<file path="src/core/flash_host_pkg.sv">
// Purpose: Shared constants for the parallel NOR flash command controller
// Assumes: Word mode bus addressing unless byteMode is set
// Notes: Command data values and unlock addresses used by the host and the device model
package flash_host_pkg;
	localparam logic [7:0] CMD_RESET = 8'hf0;
	localparam logic [7:0] CMD_UNLOCK1 = 8'haa;
	localparam logic [7:0] CMD_UNLOCK2 = 8'h55;
	localparam logic [7:0] CMD_AUTOSEL = 8'h90;
	localparam logic [7:0] CMD_PROGRAM = 8'ha0;
	localparam logic [7:0] CMD_BYPASS = 8'h20;
	localparam logic [7:0] CMD_BYP_EXIT2 = 8'h00;
	localparam logic [7:0] CMD_ERASE_SETUP = 8'h80;
	localparam logic [7:0] CMD_CHIP_ERASE = 8'h10;
	localparam logic [7:0] CMD_SECTOR_ERASE = 8'h30;
	localparam logic [11:0] UNLOCK_ADDR1_WORD = 12'h555;
	localparam logic [11:0] UNLOCK_ADDR2_WORD = 12'h2aa;
	localparam logic [11:0] UNLOCK_ADDR1_BYTE = 12'haaa;
	localparam logic [11:0] UNLOCK_ADDR2_BYTE = 12'h555;
	// Autoselect low address offsets
	localparam logic [7:0] AS_MANUF = 8'h00;
	localparam logic [7:0] AS_DEVICE = 8'h01;
	localparam logic [7:0] AS_PROTECT = 8'h02;
	localparam logic [7:0] AS_CONTIN = 8'h11;
	// Host operation codes
	localparam logic [3:0] OP_RESET = 4'h0;
	localparam logic [3:0] OP_AUTOSEL = 4'h1;
	localparam logic [3:0] OP_PROGRAM = 4'h2;
	localparam logic [3:0] OP_BYPASS_ENTER = 4'h3;
	localparam logic [3:0] OP_BYPASS_PROG = 4'h4;
	localparam logic [3:0] OP_BYPASS_EXIT = 4'h5;
	localparam logic [3:0] OP_CHIP_ERASE = 4'h6;
	localparam logic [3:0] OP_SECTOR_ERASE = 4'h7;
	localparam logic [3:0] OP_SECTOR_ADD = 4'h8;
	localparam logic [3:0] OP_READ = 4'h9;
	// Register map of the controller
	localparam logic [3:0] REG_CMD = 4'h0;
	localparam logic [3:0] REG_ADDR = 4'h1;
	localparam logic [3:0] REG_DATA = 4'h2;
	localparam logic [3:0] REG_STATUS = 4'h3;
	localparam logic [3:0] REG_RDATA = 4'h4;
	// Status bit positions
	localparam int ST_BUSY = 0;
	localparam int ST_READY = 1;
	localparam int ST_AUTOSEL = 2;
	localparam int ST_BYPASS = 3;
	localparam int ST_ERROR = 4;
	localparam int ST_WINDOW = 5;
	localparam int ST_REFUSED = 6;
	// Bus timing: one bus phase in ns and the window in us
	localparam int PHASE_NS = 40;
	localparam int CLK_NS = 10;
	localparam int PHASE_CYC = (PHASE_NS + CLK_NS - 1) / CLK_NS;
	localparam int WINDOW_US = 50;
	localparam int WINDOW_CYC = WINDOW_US * 1000 / CLK_NS;
	// Status bit positions on the device data bus
	localparam int DQ_POLL = 7;
	localparam int DQ_TOGGLE = 6;
	localparam int DQ_EXCEED = 5;
	localparam int DQ_TIMER = 3;
	localparam int DQ_SECTOR_TOGGLE = 2;
endpackage

</file>
<file path="src/core/flash_cmd_host.sv">
// Purpose: Host controller issuing flash command sequences from software orders
// Assumes: Software writes address and data, then an operation code to REG_CMD
// Notes: Status polling of the device is left to software via OP_READ
//
// Design decisions made here: the strobed register port and the register addresses.
`timescale 1ns/1ps
module flash_cmd_host
	import flash_host_pkg::*;
#(
	parameter int AW = 20,
	parameter int DW = 16,
	parameter int WINDOW_CYCLES = WINDOW_CYC
)
(
	input wire logic clk,
	input wire logic sys_rst,
	input wire logic [3:0] regAddr,
	input wire logic [31:0] regWdata,
	input wire logic regWr,
	input wire logic regRd,
	output logic [31:0] regRdata,
	input wire logic byteMode,
	output logic [AW-1:0] flashAddr,
	output logic [DW-1:0] flashDqOut,
	output logic flashDqOe,
	input wire logic [DW-1:0] flashDqIn,
	output logic flashCe_n,
	output logic flashWe_n,
	output logic flashOe_n,
	output logic flashByte_n,
	input wire logic ready_busy_output
);
	initial
	begin
		if (AW < 12 || DW < 8 || WINDOW_CYCLES < 2)
			$error("flash_cmd_host: unsupported parameters");
	end

	typedef enum logic [4:0] {H_IDLE = 5'b00001, H_ISSUE = 5'b00010, H_WAIT = 5'b00100,
		H_BUSY = 5'b01000, H_DONE = 5'b10000} host_t;
	host_t state;
	logic [AW-1:0] opAddr;
	logic [DW-1:0] opData;
	logic [3:0] op;
	logic [2:0] step;
	logic [2:0] nSteps;
	logic inAutosel, inBypass, refused, errFlag;
	logic [DW-1:0] readData;
	logic [31:0] windowCnt;
	logic [2:0] rbS;
	logic cycStart, cycDone;
	logic [DW-1:0] cycRdata;
	logic [AW-1:0] seqAddr;
	logic [DW-1:0] seqData;
	logic seqWrite;

	wire rbReady = rbS[1] & rbS[2];
	wire windowOpen = (windowCnt != 32'h0);

	////////////////////////////////////////////////////////////////
	// Sequence table: one combinational block serves address and data of each step
	function automatic logic [AW-1:0] unlockAddr(input logic second, input logic bm);
		logic [11:0] a;
		a = bm ? (second ? UNLOCK_ADDR2_BYTE : UNLOCK_ADDR1_BYTE)
			: (second ? UNLOCK_ADDR2_WORD : UNLOCK_ADDR1_WORD);
		unlockAddr = AW'(a);
	endfunction

	function automatic logic [2:0] stepsOf(input logic [3:0] o);
		case (o)
			OP_RESET, OP_READ, OP_SECTOR_ADD: stepsOf = 3'd1;
			OP_BYPASS_PROG, OP_BYPASS_EXIT: stepsOf = 3'd2;
			OP_AUTOSEL, OP_BYPASS_ENTER: stepsOf = 3'd3;
			OP_PROGRAM: stepsOf = 3'd4;
			default: stepsOf = 3'd6;
		endcase
	endfunction

	wire [7:0] cmdByte = (op == OP_AUTOSEL) ? CMD_AUTOSEL :
		(op == OP_BYPASS_ENTER) ? CMD_BYPASS :
		(op == OP_PROGRAM) ? CMD_PROGRAM : CMD_ERASE_SETUP;
	wire [7:0] lastErase = (op == OP_CHIP_ERASE) ? CMD_CHIP_ERASE : CMD_SECTOR_ERASE;
	// Program ends on its fourth write, the erases on their sixth
	wire finalWrite = (op == OP_PROGRAM) ? (step == 3'd3) : (step == 3'd5);

	always_comb
	begin
		seqWrite = 1'b1;
		seqAddr = unlockAddr(1'b0, byteMode);
		seqData = DW'(CMD_UNLOCK1);
		case (op)
			OP_RESET:
				seqData = DW'(CMD_RESET);
			OP_READ:
			begin
				seqWrite = 1'b0;
				seqAddr = opAddr;
			end
			OP_SECTOR_ADD:
			begin
				seqAddr = opAddr;
				seqData = DW'(CMD_SECTOR_ERASE);
			end
			OP_BYPASS_PROG:
			begin
				seqData = (step == 3'd0) ? DW'(CMD_PROGRAM) : opData;
				seqAddr = (step == 3'd0) ? '0 : opAddr;
			end
			OP_BYPASS_EXIT:
			begin
				seqAddr = '0;
				seqData = (step == 3'd0) ? DW'(CMD_AUTOSEL) : DW'(CMD_BYP_EXIT2);
			end
			default:
				if (finalWrite)
				begin
					// Last write of program or sector erase carries the user address; chip erase uses the first unlock address
					seqAddr = (op == OP_CHIP_ERASE) ? unlockAddr(1'b0, byteMode) : opAddr;
					seqData = (op == OP_PROGRAM) ? opData : DW'(lastErase);
				end
				else
					case (step)
						3'd1, 3'd4:
						begin
							seqAddr = unlockAddr(1'b1, byteMode);
							seqData = DW'(CMD_UNLOCK2);
						end
						3'd2:
							seqData = DW'(cmdByte);
						default: ;
					endcase
		endcase
	end

	// Orders the device would refuse are refused here instead
	wire opLegal = (regWdata[3:0] == OP_RESET) || (regWdata[3:0] == OP_READ) ||
		(inBypass ? (regWdata[3:0] == OP_BYPASS_PROG || regWdata[3:0] == OP_BYPASS_EXIT)
		: (regWdata[3:0] == OP_SECTOR_ADD ? windowOpen
		: (regWdata[3:0] != OP_BYPASS_PROG && regWdata[3:0] != OP_BYPASS_EXIT && !inAutosel)));
	wire cmdWrite = regWr && regAddr == REG_CMD;
	wire accept = cmdWrite && state == H_IDLE && opLegal;
	wire lastStep = (step == nSteps - 3'd1);

	////////////////////////////////////////////////////////////////
	always_ff @(posedge clk)
	begin
		rbS <= {rbS[1:0], ready_busy_output};
	end

	always_ff @(posedge clk)
	begin
		if (sys_rst)
		begin
			state <= H_IDLE;
			opAddr <= '0;
			opData <= '0;
			op <= OP_RESET;
			step <= 3'd0;
			nSteps <= 3'd1;
			inAutosel <= 1'b0;
			inBypass <= 1'b0;
			refused <= 1'b0;
			errFlag <= 1'b0;
			readData <= '0;
			windowCnt <= 32'h0;
		end
		else
		begin
			if (regWr && regAddr == REG_ADDR)
				opAddr <= AW'(regWdata);
			if (regWr && regAddr == REG_DATA)
				opData <= DW'(regWdata);
			if (windowOpen)
				windowCnt <= windowCnt - 32'h1;
			if (cmdWrite && !accept)
				refused <= 1'b1;
			else if (accept)
				refused <= 1'b0;
			case (state)
				H_IDLE:
					if (accept)
					begin
						op <= regWdata[3:0];
						nSteps <= stepsOf(regWdata[3:0]);
						step <= 3'd0;
						state <= H_ISSUE;
					end
				H_ISSUE:
					state <= H_WAIT;
				H_WAIT:
					if (cycDone)
					begin
						if (!seqWrite)
							readData <= cycRdata;
						if (!lastStep)
						begin
							step <= step + 3'd1;
							state <= H_ISSUE;
						end
						else
						begin
							case (op)
								OP_RESET:
								begin
									inAutosel <= 1'b0;
									windowCnt <= 32'h0;
								end
								OP_AUTOSEL: inAutosel <= 1'b1;
								OP_BYPASS_ENTER: inBypass <= 1'b1;
								OP_BYPASS_EXIT: inBypass <= 1'b0;
								OP_SECTOR_ERASE, OP_SECTOR_ADD: windowCnt <= 32'(WINDOW_CYCLES);
								default: ;
							endcase
							// Program and chip erase wait for the device to report ready; sector erases enter H_BUSY but return to idle while the window is open
							state <= (op == OP_PROGRAM || op == OP_BYPASS_PROG || op == OP_CHIP_ERASE ||
								op == OP_SECTOR_ERASE || op == OP_SECTOR_ADD) ? H_BUSY : H_DONE;
						end
					end
				H_BUSY:
					// Sector erase stays controllable while the window is open
					if ((op == OP_SECTOR_ERASE || op == OP_SECTOR_ADD) && windowOpen)
						state <= H_IDLE;
					else if (rbReady)
						state <= H_DONE;
				H_DONE:
				begin
					errFlag <= (op != OP_READ && op != OP_RESET) ? 1'b0 : errFlag;
					if (op == OP_READ && readData[DQ_EXCEED] && !inAutosel)
						errFlag <= 1'b1;
					state <= H_IDLE;
				end
				default: state <= H_IDLE;
			endcase
		end
	end

	assign cycStart = (state == H_ISSUE);
	assign flashByte_n = ~byteMode;

	flash_bus_cycle #(.AW(AW), .DW(DW)) busCycle (
		.clk(clk),
		.sys_rst(sys_rst),
		.start(cycStart),
		.isWrite(seqWrite),
		.addr(seqAddr),
		.wdata(seqData),
		.done(cycDone),
		.rdata(cycRdata),
		.flashAddr(flashAddr),
		.flashDqOut(flashDqOut),
		.flashDqOe(flashDqOe),
		.flashDqIn(flashDqIn),
		.flashCe_n(flashCe_n),
		.flashWe_n(flashWe_n),
		.flashOe_n(flashOe_n)
	);

	////////////////////////////////////////////////////////////////
	wire [31:0] statusWord = 32'({refused, windowOpen, errFlag, inBypass, inAutosel, rbReady, state != H_IDLE});
	wire [31:0] readMux = (regAddr == REG_STATUS) ? statusWord :
		(regAddr == REG_RDATA) ? 32'(readData) :
		(regAddr == REG_ADDR) ? 32'(opAddr) :
		(regAddr == REG_DATA) ? 32'(opData) : 32'h0;

	always_ff @(posedge clk)
	begin
		if (sys_rst)
			regRdata <= 32'h0;
		else if (regRd)
			regRdata <= readMux;
	end
endmodule

</file>
<file path="src/core/flash_bus_cycle.sv">
// Purpose: One write or read cycle on the flash parallel pins
// Assumes: Chip enable held low through the cycle, write enable strobes a write and output enable a read
// Notes: Address is set before the write enable falls, data holds past its rise
`timescale 1ns/1ps
module flash_bus_cycle
	import flash_host_pkg::*;
#(
	parameter int AW = 20,
	parameter int DW = 16
)
(
	input wire logic clk,
	input wire logic sys_rst,
	input wire logic start,
	input wire logic isWrite,
	input wire logic [AW-1:0] addr,
	input wire logic [DW-1:0] wdata,
	output logic done,
	output logic [DW-1:0] rdata,
	output logic [AW-1:0] flashAddr,
	output logic [DW-1:0] flashDqOut,
	output logic flashDqOe,
	input wire logic [DW-1:0] flashDqIn,
	output logic flashCe_n,
	output logic flashWe_n,
	output logic flashOe_n
);
	typedef enum logic [3:0] {IDLE = 4'b0001, SETUP = 4'b0010, STROBE = 4'b0100, HOLD = 4'b1000} cyc_t;
	cyc_t state;
	logic [7:0] cnt;
	logic writeCyc;
	logic [DW-1:0] dqS1, dqS2, dqS3;
	wire phaseDone = (cnt == 8'(PHASE_CYC - 1));

	////////////////////////////////////////////////////////////////
	always_ff @(posedge clk)
	begin
		dqS1 <= flashDqIn;
		dqS2 <= dqS1;
		dqS3 <= dqS2;
	end

	always_ff @(posedge clk)
	begin
		if (sys_rst)
		begin
			state <= IDLE;
			cnt <= 8'h00;
			writeCyc <= 1'b0;
			done <= 1'b0;
			rdata <= '0;
			flashAddr <= '0;
			flashDqOut <= '0;
			flashDqOe <= 1'b0;
			flashCe_n <= 1'b1;
			flashWe_n <= 1'b1;
			flashOe_n <= 1'b1;
		end
		else
		begin
			done <= 1'b0;
			cnt <= phaseDone ? 8'h00 : cnt + 8'h01;
			case (state)
				IDLE:
				begin
					cnt <= 8'h00;
					if (start)
					begin
						state <= SETUP;
						writeCyc <= isWrite;
						flashAddr <= addr;
						flashDqOut <= wdata;
						flashDqOe <= isWrite;
						flashCe_n <= 1'b0;
					end
				end
				SETUP:
					if (phaseDone)
					begin
						state <= STROBE;
						flashWe_n <= ~writeCyc;
						flashOe_n <= writeCyc;
					end
				STROBE:
					if (phaseDone)
					begin
						// Read data taken while output enable is still low; the bus floats once it rises
						if (!writeCyc && dqS2 == dqS3)
							rdata <= dqS3;
						// Data latched by device on this rise, so keep it driven one more phase
						state <= HOLD;
						flashWe_n <= 1'b1;
						flashOe_n <= 1'b1;
					end
				HOLD:
					if (phaseDone)
					begin
						state <= IDLE;
						flashDqOe <= 1'b0;
						flashCe_n <= 1'b1;
						done <= 1'b1;
					end
				default: state <= IDLE;
			endcase
		end
	end
endmodule

</file>
<file path="config.mk">
export PLATFORM = sky130hd
export DESIGN_NAME = flash_cmd_host
export DESIGN_NICKNAME = d
export VERILOG_FILES = /design/src/core/flash_host_pkg.sv /design/src/core/flash_cmd_host.sv /design/src/core/flash_bus_cycle.sv
export SDC_FILE = /design/constraint.sdc
export NUM_CORES = 1
export LEC_CHECK = 0
export ABC_AREA = 1
export BUFFER_PORTS_ARGS = -buffer_cell sky130_fd_sc_hd__buf_4
export CORE_MARGIN = 5
export CORE_UTILIZATION = 60
export DETAILED_ROUTE_END_ITERATION = 10
export PLACE_DENSITY = 0.94
export REMOVE_ABC_BUFFERS = 1
export SYNTH_ARGS = -nofsm -noshare
export SYNTH_HDL_FRONTEND = slang
export SYNTH_SLANG_ARGS = --single-unit
</file>
<file path="constraint.sdc">
create_clock -name clk -period 5.3 [get_ports clk]
set_input_delay 1.06 -clock clk [delete_from_list [all_inputs] [get_ports clk]]
set_output_delay 1.06 -clock clk [all_outputs]
set_load 0.01 [all_outputs]
</file>
==> flow_summary_export.csv, run 1 <==
group,metric,value,unit
cts,htree_num_levels,1,
setup_path,max_stage_delay,0.76,ns
floorplanning,die_width,141,um
synthesis,ys_warn_count,0,
setup_path,critPathArrivalTime,3.23,ns
sta,fmax,348,MHz
setup_path,cp_slowest_cell,"nand2_1",
synthesis,synth_area_per_cell,7.57,um2
cts,cts_tree,"built",
setup_path,end_kind,"flip-flop",
synthesis,synth_edf_count,0,
cts,clockBufferDepth,3,
detailed_routing,drc,0,
setup_path,path_cells,"buf_4 > nor2_1 > inv_1 > nor3_4 > nand2_1 > o21ai_0 > a21oi_1",
cts,clk-insertion-delay-late,0.52,ns
detailed_routing,vias_per_cell,5.81,
floorplanning,std_cell_rows,48,
synthesis,synth_seq_cells,244,
placed_design,gp_congestion,0.931,
cts,numCtsBuffers,25,
sta,worst_pin_slew,1.22,ns
synthesis,synth_cells,1362,
sta,maxSlewViolCount,0,
cts,root_buffer,"clkbuf_16",
placed_design,place_ws,2.06,ns
detailed_routing,routedWlPerCell,16.9,um
pwr,power.net_switching,1.87,mW
cts,clock-sinks,244,
synthesis,yosysSeqAreaShare,0.474,
pwr,p_leak,5.08,nW
pwr,power_frac_clock,0.349,
synthesis,synth_most_common_cell,"dfxtp_1",
floorplanning,core-area,0.0171,mm2
setup_path,worst_setup_path_start_kind,"primary input",
min_path,holdCritPathClass,"reg2reg",
sta,hold_viol,0,
detailed_routing,vias,9835,
sta,min_period,2.87,ns
floorplanning,dieArea,0.0199,mm2
layout,antenna_cells,0,
grt,grt-ovfl-total,0,
synthesis,synth.cell_area,0.0103,mm2
sta,fin_skew,0.0140,ns
run,cap_violations,0,
grt,grt_pass1_wl,45900,um
status,status,"completed",
floorplanning,die_y,141,um
setup_path,crit_required,5.66,ns
grt,grt_use_total,0.277,
grt,grt_max_degree,84,
placed_design,port-buffer-count,106,
cts,ctsResizeCount,0,
cts,cts_setup_buffers,0,
sta,period_share,0.542,
pwr,p_seq_frac,0.378,
cts,clk_pin_slew,0.07,ns
synthesis,synth_area_leaders,"dfxtp_1 (47%), nand2_1 (8.1%), nor2_1 (6.1%)",
sta,finalWorstSetupSlack,2.43,ns
detailed_routing,drtIter0Drc,1256,
placed_design,post-dp-hpwl,18700,um
setup_path,worst-path-buf-inv,2,
synthesis,synth_top_area_share,0.474,
synthesis,ys.flop_type,"dfxtp_1",
cts,holdBufCountCts,0,
synthesis,yosysUniqueCellTypes,48,
detailed_routing,drtPass1Iterations,6,
pwr,internal_power,3.74,mW
detailed_routing,routed_wl,28500,um
detailed_routing,ant_nets,0,
sta,maxSlewHeadroom,0.182,
synthesis,postSynth.asyncResetShare,0,
sta,rsz0062_at_grt,"no",
synthesis,synth_top_cell_by_area,"dfxtp_1",
sta,timing.setup.tns,0,ns
sta,holdWs,0.326,ns
grt,grt_pass1_vias,9321,
setup_path,crit_family,"simple AND/OR/NAND/NOR gates",
setup_path,worst-setup-path-type,"in2reg",
pwr,power_density,465,mW/mm2
layout,synthToLayoutAreaGrowth,17.2,%
pwr,irDropWorstVdd,0.383,mV
layout,nNetsFinal,1515,
pwr,p_sw_frac,0.334,
synthesis,synth_common_cells,"dfxtp_1 (244), nand2_1 (222), nor2_1 (168)",
sta,setup_violations,0,
setup_path,worstPathMaxFanout,36,
pwr,p_comb_frac,0.273,
floorplanning,io_pins,131,
floorplanning,initial_core_util,0.604,
layout,drive_gt1_frac,0.134,
grt,grt_antenna_before_repair,0,
[metal layers]
metal  global-route usage  routed length (um)
met3               0.0417                2700
met1                0.361               11000
met2                0.460               13300
met5                    0                   0
met4                0.117                1420
[stage by stage]
stage               cell area [um2]  cells   util  power, mW
global placement              11100   1646  0.654       3.61
floorplan                     10000   1311      -       3.27
CTS                           12100   1692  0.708       5.60
detailed placement            11100   1646  0.654       3.65
global route                  12100   1692  0.708       5.92
finish                        12100   1692  0.708       5.61
[power by group through the flow]
stage,clock [mW],sequential (mW),combinational [mW]
5_1_grt,2.06,2.14,1.72
6_report,1.96,2.12,1.53
4_1_cts,1.98,2.12,1.51
3_3_place_gp,0,2.15,1.46
3_5_place_dp,0,2.16,1.49
2_1_floorplan,0,2.13,1.14
[worst paths after layout]
path	from	endpoint	slack, ns	depth (start not counted)
setup reg to reg	busCycle.cnt[0]$_SDFF_PP0_	busCycle.rdata[4]$_SDFFE_PP0P_	2.50	8
hold reg to reg	busCycle.dqS1[1]$_DFF_P_	busCycle.dqS2[1]$_DFF_P_	0.33	0
hold / removal	busCycle.dqS1[1]$_DFF_P_	busCycle.dqS2[1]$_DFF_P_	0.33	0
setup / recovery	regAddr[3]	opAddr[11]$_SDFFE_PP0P_	2.43	7
[cells in the final DEF, fill, tap and decap left out, types with 10 or more instances in the layout]
cell       count
a211oi_1      19
a21oi_1      123
a31oi_1       19
buf_4        110
clkbuf_16     25
conb_1        12
dfxtp_1      244
inv_1        162
inv_2         11
nand2_1      222
nand3_1       55
nand4_1       22
nor2_1       168
nor3_1        23
o21ai_0      101
o221ai_1      10
o22ai_1       12
xnor2_1       18
xor2_1        18
[worst reg2reg max path, cell delays in order (launching register included)]
cell and delay (ns):
dfxtp_1 0.36, ha_1 0.20, nand3_1 0.13, nor2_1 0.37, o2111ai_1 0.22, nor2_1 0.16, nand3_1 0.75, nor2_1 0.42
nor2_1 0.08
[final cells by class]
cell class / instances / area (um2)
clock buffer: 30 / 674
clock inverter: 16 / 256
fill: 1228 / 4980
inverter: 174 / 653
multi-input combinational: 893 / 4500
sequential: 244 / 4880
tap: 225 / 282
timing repair buffer: 110 / 826
[kinds of logic after synthesis]
family,Yosys count,synth area share
AOI/OAI and AO/OA,308,0.170
xor gates and xnor gates,36,0.0306
adders and majority gates,9,0.0109
buffers and inverters,236,0.0933
DFF,244,0.474
other,1,0.000364
and+or+nand+nor,528,0.221
[registers in the layout, indices dropped and copies added (netlist names), 4 cells and up]
name                 flops
busCycle.dqS1           16
readData                16
busCycle.dqS3           16
busCycle.state           4
opData                  16
opAddr                  20
op                       4
busCycle.flashAddr      20
busCycle.rdata          16
busCycle.flashDqOut     16
busCycle.dqS2           16
busCycle.cnt             8
windowCnt               32
regRdata                20
state                    5
No activity file was read; power rests on OpenSTA's default activity.
==> run 2: changes to the inputs <==
--- a/config.mk
+++ b/config.mk
@@ -5,12 +5,12 @@
 export SDC_FILE = /design/constraint.sdc
 export NUM_CORES = 1
 export LEC_CHECK = 0
-export ABC_AREA = 1
+export ABC_AREA = 0
 export BUFFER_PORTS_ARGS = -buffer_cell sky130_fd_sc_hd__buf_4
 export CORE_MARGIN = 5
-export CORE_UTILIZATION = 60
+export CORE_UTILIZATION = 52
 export DETAILED_ROUTE_END_ITERATION = 10
-export PLACE_DENSITY = 0.94
+export PLACE_DENSITY = 0.88
 export REMOVE_ABC_BUFFERS = 1
 export SYNTH_ARGS = -nofsm -noshare
 export SYNTH_HDL_FRONTEND = slang
==> constraint.sdc (replaced) <==
create_clock -name clk -period 2.3 [get_ports clk]
set_input_delay 0.46 -clock clk [delete_from_list [all_inputs] [get_ports clk]]
set_output_delay 0.46 -clock clk [all_outputs]
set_load 0.01 [all_outputs]
==> flow_summary_export.csv, run 2 <==
group,metric,value,unit
synthesis,synth_edf_count,0,
synthesis,synth_xor_area_frac,0.0491,
synthesis,synth.cell_area,0.00991,mm2
cts,numCtsBuffers,24,
floorplanning,die_y,148,um
layout,design_area,0.0124,mm2
setup_path,worst-path-buf-inv,0,
synthesis,synth_top_family_by_area,"simple AND/OR/NAND/NOR gates",
setup_path,worstPathMaxFanout,5,
floorplanning,initial_core_util,0.530,
sta,hold_viol,0,
synthesis,synth_common_cells,"dfxtp_1 (244), nor2_1 (152), nand2_1 (150)",
min_path,holdPathStages,1,
status,violations,"negative setup slack",
detailed_routing,wl_met3,2240,um
placed_design,placed_area,0.0113,mm2
setup_path,critPathArrivalTime,2.79,ns
detailed_routing,routedWlPerCell,18.2,um
layout,regArea,0.00489,mm2
synthesis,synth_seq_cells,244,
synthesis,synth_top_area_share,0.493,
cts,root_buffer,"clkbuf_16",
sta,worst_pin_slew,0.914,ns
grt,grt-ovfl-total,0,
detailed_routing,drc,0,
floorplanning,dieArea,0.0219,mm2
layout,final_common_cell,"dfxtp_1",
grt,grt_antenna_before_repair,0,
layout,instances_no_fill,1519,
cts,clock-sinks,244,
status,status,"complete, but fails checks",
layout,drive_gt1_frac,0.208,
synthesis,synth_cells,1124,
synthesis,postSynth.asyncResetShare,0,
layout,synthToLayoutAreaGrowth,24.7,%
placed_design,gp_congestion,0.917,
run,cap_violations,0,
synthesis,synth_area_per_cell,8.82,um2
synthesis,synth_compound_area_frac,0.159,
floorplanning,core-area,0.0187,mm2
grt,grt_pass1_wl,43000,um
cts,cts_tree,"built",
synthesis,ys_warn_count,0,
sta,min_period,2.39,ns
sta,fin_skew,0.00839,ns
floorplanning,io_pins,131,
cts,htree_num_levels,1,
cts,clk-insertion-delay-late,0.51,ns
layout,post-route-util,0.661,
sta,maxSlewViolCount,0,
cts,clockBufferDepth,3,
cts,clk_pin_slew,0.06,ns
detailed_routing,routed_wl,27600,um
setup_path,worst_r2r_path_depth,6,
grt,grt_max_degree,72,
placed_design,dp_cells,1465,
layout,nFillCells,1455,
synthesis,synth_top_cell_by_area,"dfxtp_1",
detailed_routing,vias,8952,
grt,grt_use_total,0.236,
synthesis,yosysSeqAreaShare,0.493,
detailed_routing,drt-met1-wl,11200,um
layout,final_cell_mix,"dfxtp_1 (239), buf_4 (177), nor2_1 (151), nand2_1 (148), a21oi_1 (90)",
setup_path,max_stage_delay,0.61,ns
setup_path,worst_path_most_repeated_cell,"nor4_1",
setup_path,rrSetupSlack,-0.09,ns
setup_path,path_cells,"nor4_1 > nand4b_1 > nor4_1 > nand2_1 > xor2_1 > nor2_1",
pwr,p_leak,4.74,nW
sta,fmax,419,MHz
detailed_routing,drtIter0Drc,899,
detailed_routing,vias_per_cell,5.89,
min_path,holdCritPathClass,"in2reg",
sta,finalWorstSetupSlack,-0.0881,ns
placed_design,post-dp-hpwl,18200,um
pwr,irDropWorstVdd,1.20,mV
setup_path,end_kind,"flip-flop",
synthesis,synth-simple-area-share,0.218,
sta,setup_violations,11,
pwr,power_density,1030,mW/mm2
detailed_routing,dr.max_layer_used,"met4",
setup_path,path_depth,6,
floorplanning,die_width,148,um
setup_path,worst-setup-path-type,"reg2reg",
layout,multi_input_area,0.00481,mm2
synthesis,synth_fa_ha_area_frac,0.0114,
synthesis,yosysUniqueCellTypes,76,
synthesis,synth_most_common_cell,"dfxtp_1",
setup_path,cp_slowest_cell,"nor4_1",
synthesis,synth_area_leaders,"dfxtp_1 (49%), nor2_1 (5.8%), nand2_1 (5.7%)",
detailed_routing,ant_nets,0,
grt,grt_pass1_vias,8385,
setup_path,crit_required,2.71,ns
detailed_routing,drtPass1Iterations,7,
layout,antenna_cells,0,
detailed_routing,dr_wl_met2,13200,um
sta,period_share,1.04,
sta,maxSlewHeadroom,0.385,
setup_path,crit_family,"simple AND/OR/NAND/NOR gates",
layout,regMostFlops,"windowCnt",
layout,nNetsFinal,1335,
sta,rsz0062_at_grt,"yes",
floorplanning,std_cell_rows,50,
placed_design,port-buffer-count,106,
layout,largest_reg_flops,32,
setup_path,worst_setup_path_start_kind,"flip-flop",
synthesis,ys.flop_type,"dfxtp_1",
synthesis,muxShareOfSynthArea,0.0255,
[run 2: changes by cell type in the layout (fill, tap and decap cells not counted), sizes merged, moves of 13 or more]
cell    delta
a21oi     -37
a22oi     +32
a31oi     -15
buf       +76
inv      -154
mux2i     +23
nand2     -80
nand2b    +18
nand3     -30
nor2      -27
o21ai     -93
xor2      +13
[run 2: per-stage QoR]
step	setup slack, ns	setup TNS (ns)	power [mW]	hold slack [ns]
detailed placement	-0.0987	-0.873	8.22	0.312
global placement	-0.0656	-0.203	8.08	0.311
finish	-0.0881	-0.314	12.8	0.0525
floorplan	-0.666	-30.20	6.99	0.310
global route	-0.150	-1.24	13.3	0.0316
CTS	0.00921	0	12.2	0.0349
[run 2: final cells by class]
cell class                 count  area share
clock inverter                 6     0.00486
inverter                      20     0.00607
timing repair buffer         187       0.122
clock buffer                  37      0.0583
tap                          234      0.0237
multi-input combinational    791       0.389
sequential                   244       0.396
[run 2: metal layers]
layer / vias up / GRT usage
met1: 4223 / 0.311
li1: 4214 / -
met2: 433 / 0.395
met5: - / 0
met4: 0 / 0.0818
met3: 82 / 0.0396
[run 2: report_power, final]
group	total [mW]	switching [mW]	internal, mW
registers	4.97	0.355	4.62
clock network	3.88	1.61	2.27
logic	3.92	2.19	1.74
total	12.8	4.15	8.62
[run 2: kinds of logic after synthesis]
group,count (synthesis)
AND/OR/NAND/NOR,457
flip-flops,244
AO/OA/AOI/OAI,234
buffers and inverters,100
XOR/XNOR,54
multiplexers,25
adder cells (fa/ha/maj),9
other,1
[run 2: final timing paths]
| check | startpoint | to |
|---|---|---|
| worst max-delay path | windowCnt[20]$_SDFF_PP0_ | windowCnt[28]$_SDFF_PP0_ |
| worst min-delay path | flashDqIn[1] | busCycle.dqS1[1]$_DFF_P_ |
| worst max register to register | windowCnt[20]$_SDFF_PP0_ | windowCnt[28]$_SDFF_PP0_ |
| worst min register to register | rbS[0]$_DFF_P_ | rbS[1]$_DFF_P_ |
[run 2: worst reg2reg max path: stages (launching register included)]
cell,delay [ns]
dfxtp_1,0.35
nor4_1,0.60
nand4b_1,0.31
nor4_1,0.61
nand2_1,0.17
xor2_1,0.18
nor2_1,0.05
[run 2: timing repair]
item | CTS | global route
gates cloned | 1 | 1
buffers inserted | 0 | 9
pin swaps | 1 | 15
hold buffers | 0 | 0
setup endpoints to repair | 26 | 60
gates resized for setup | 4 | 39
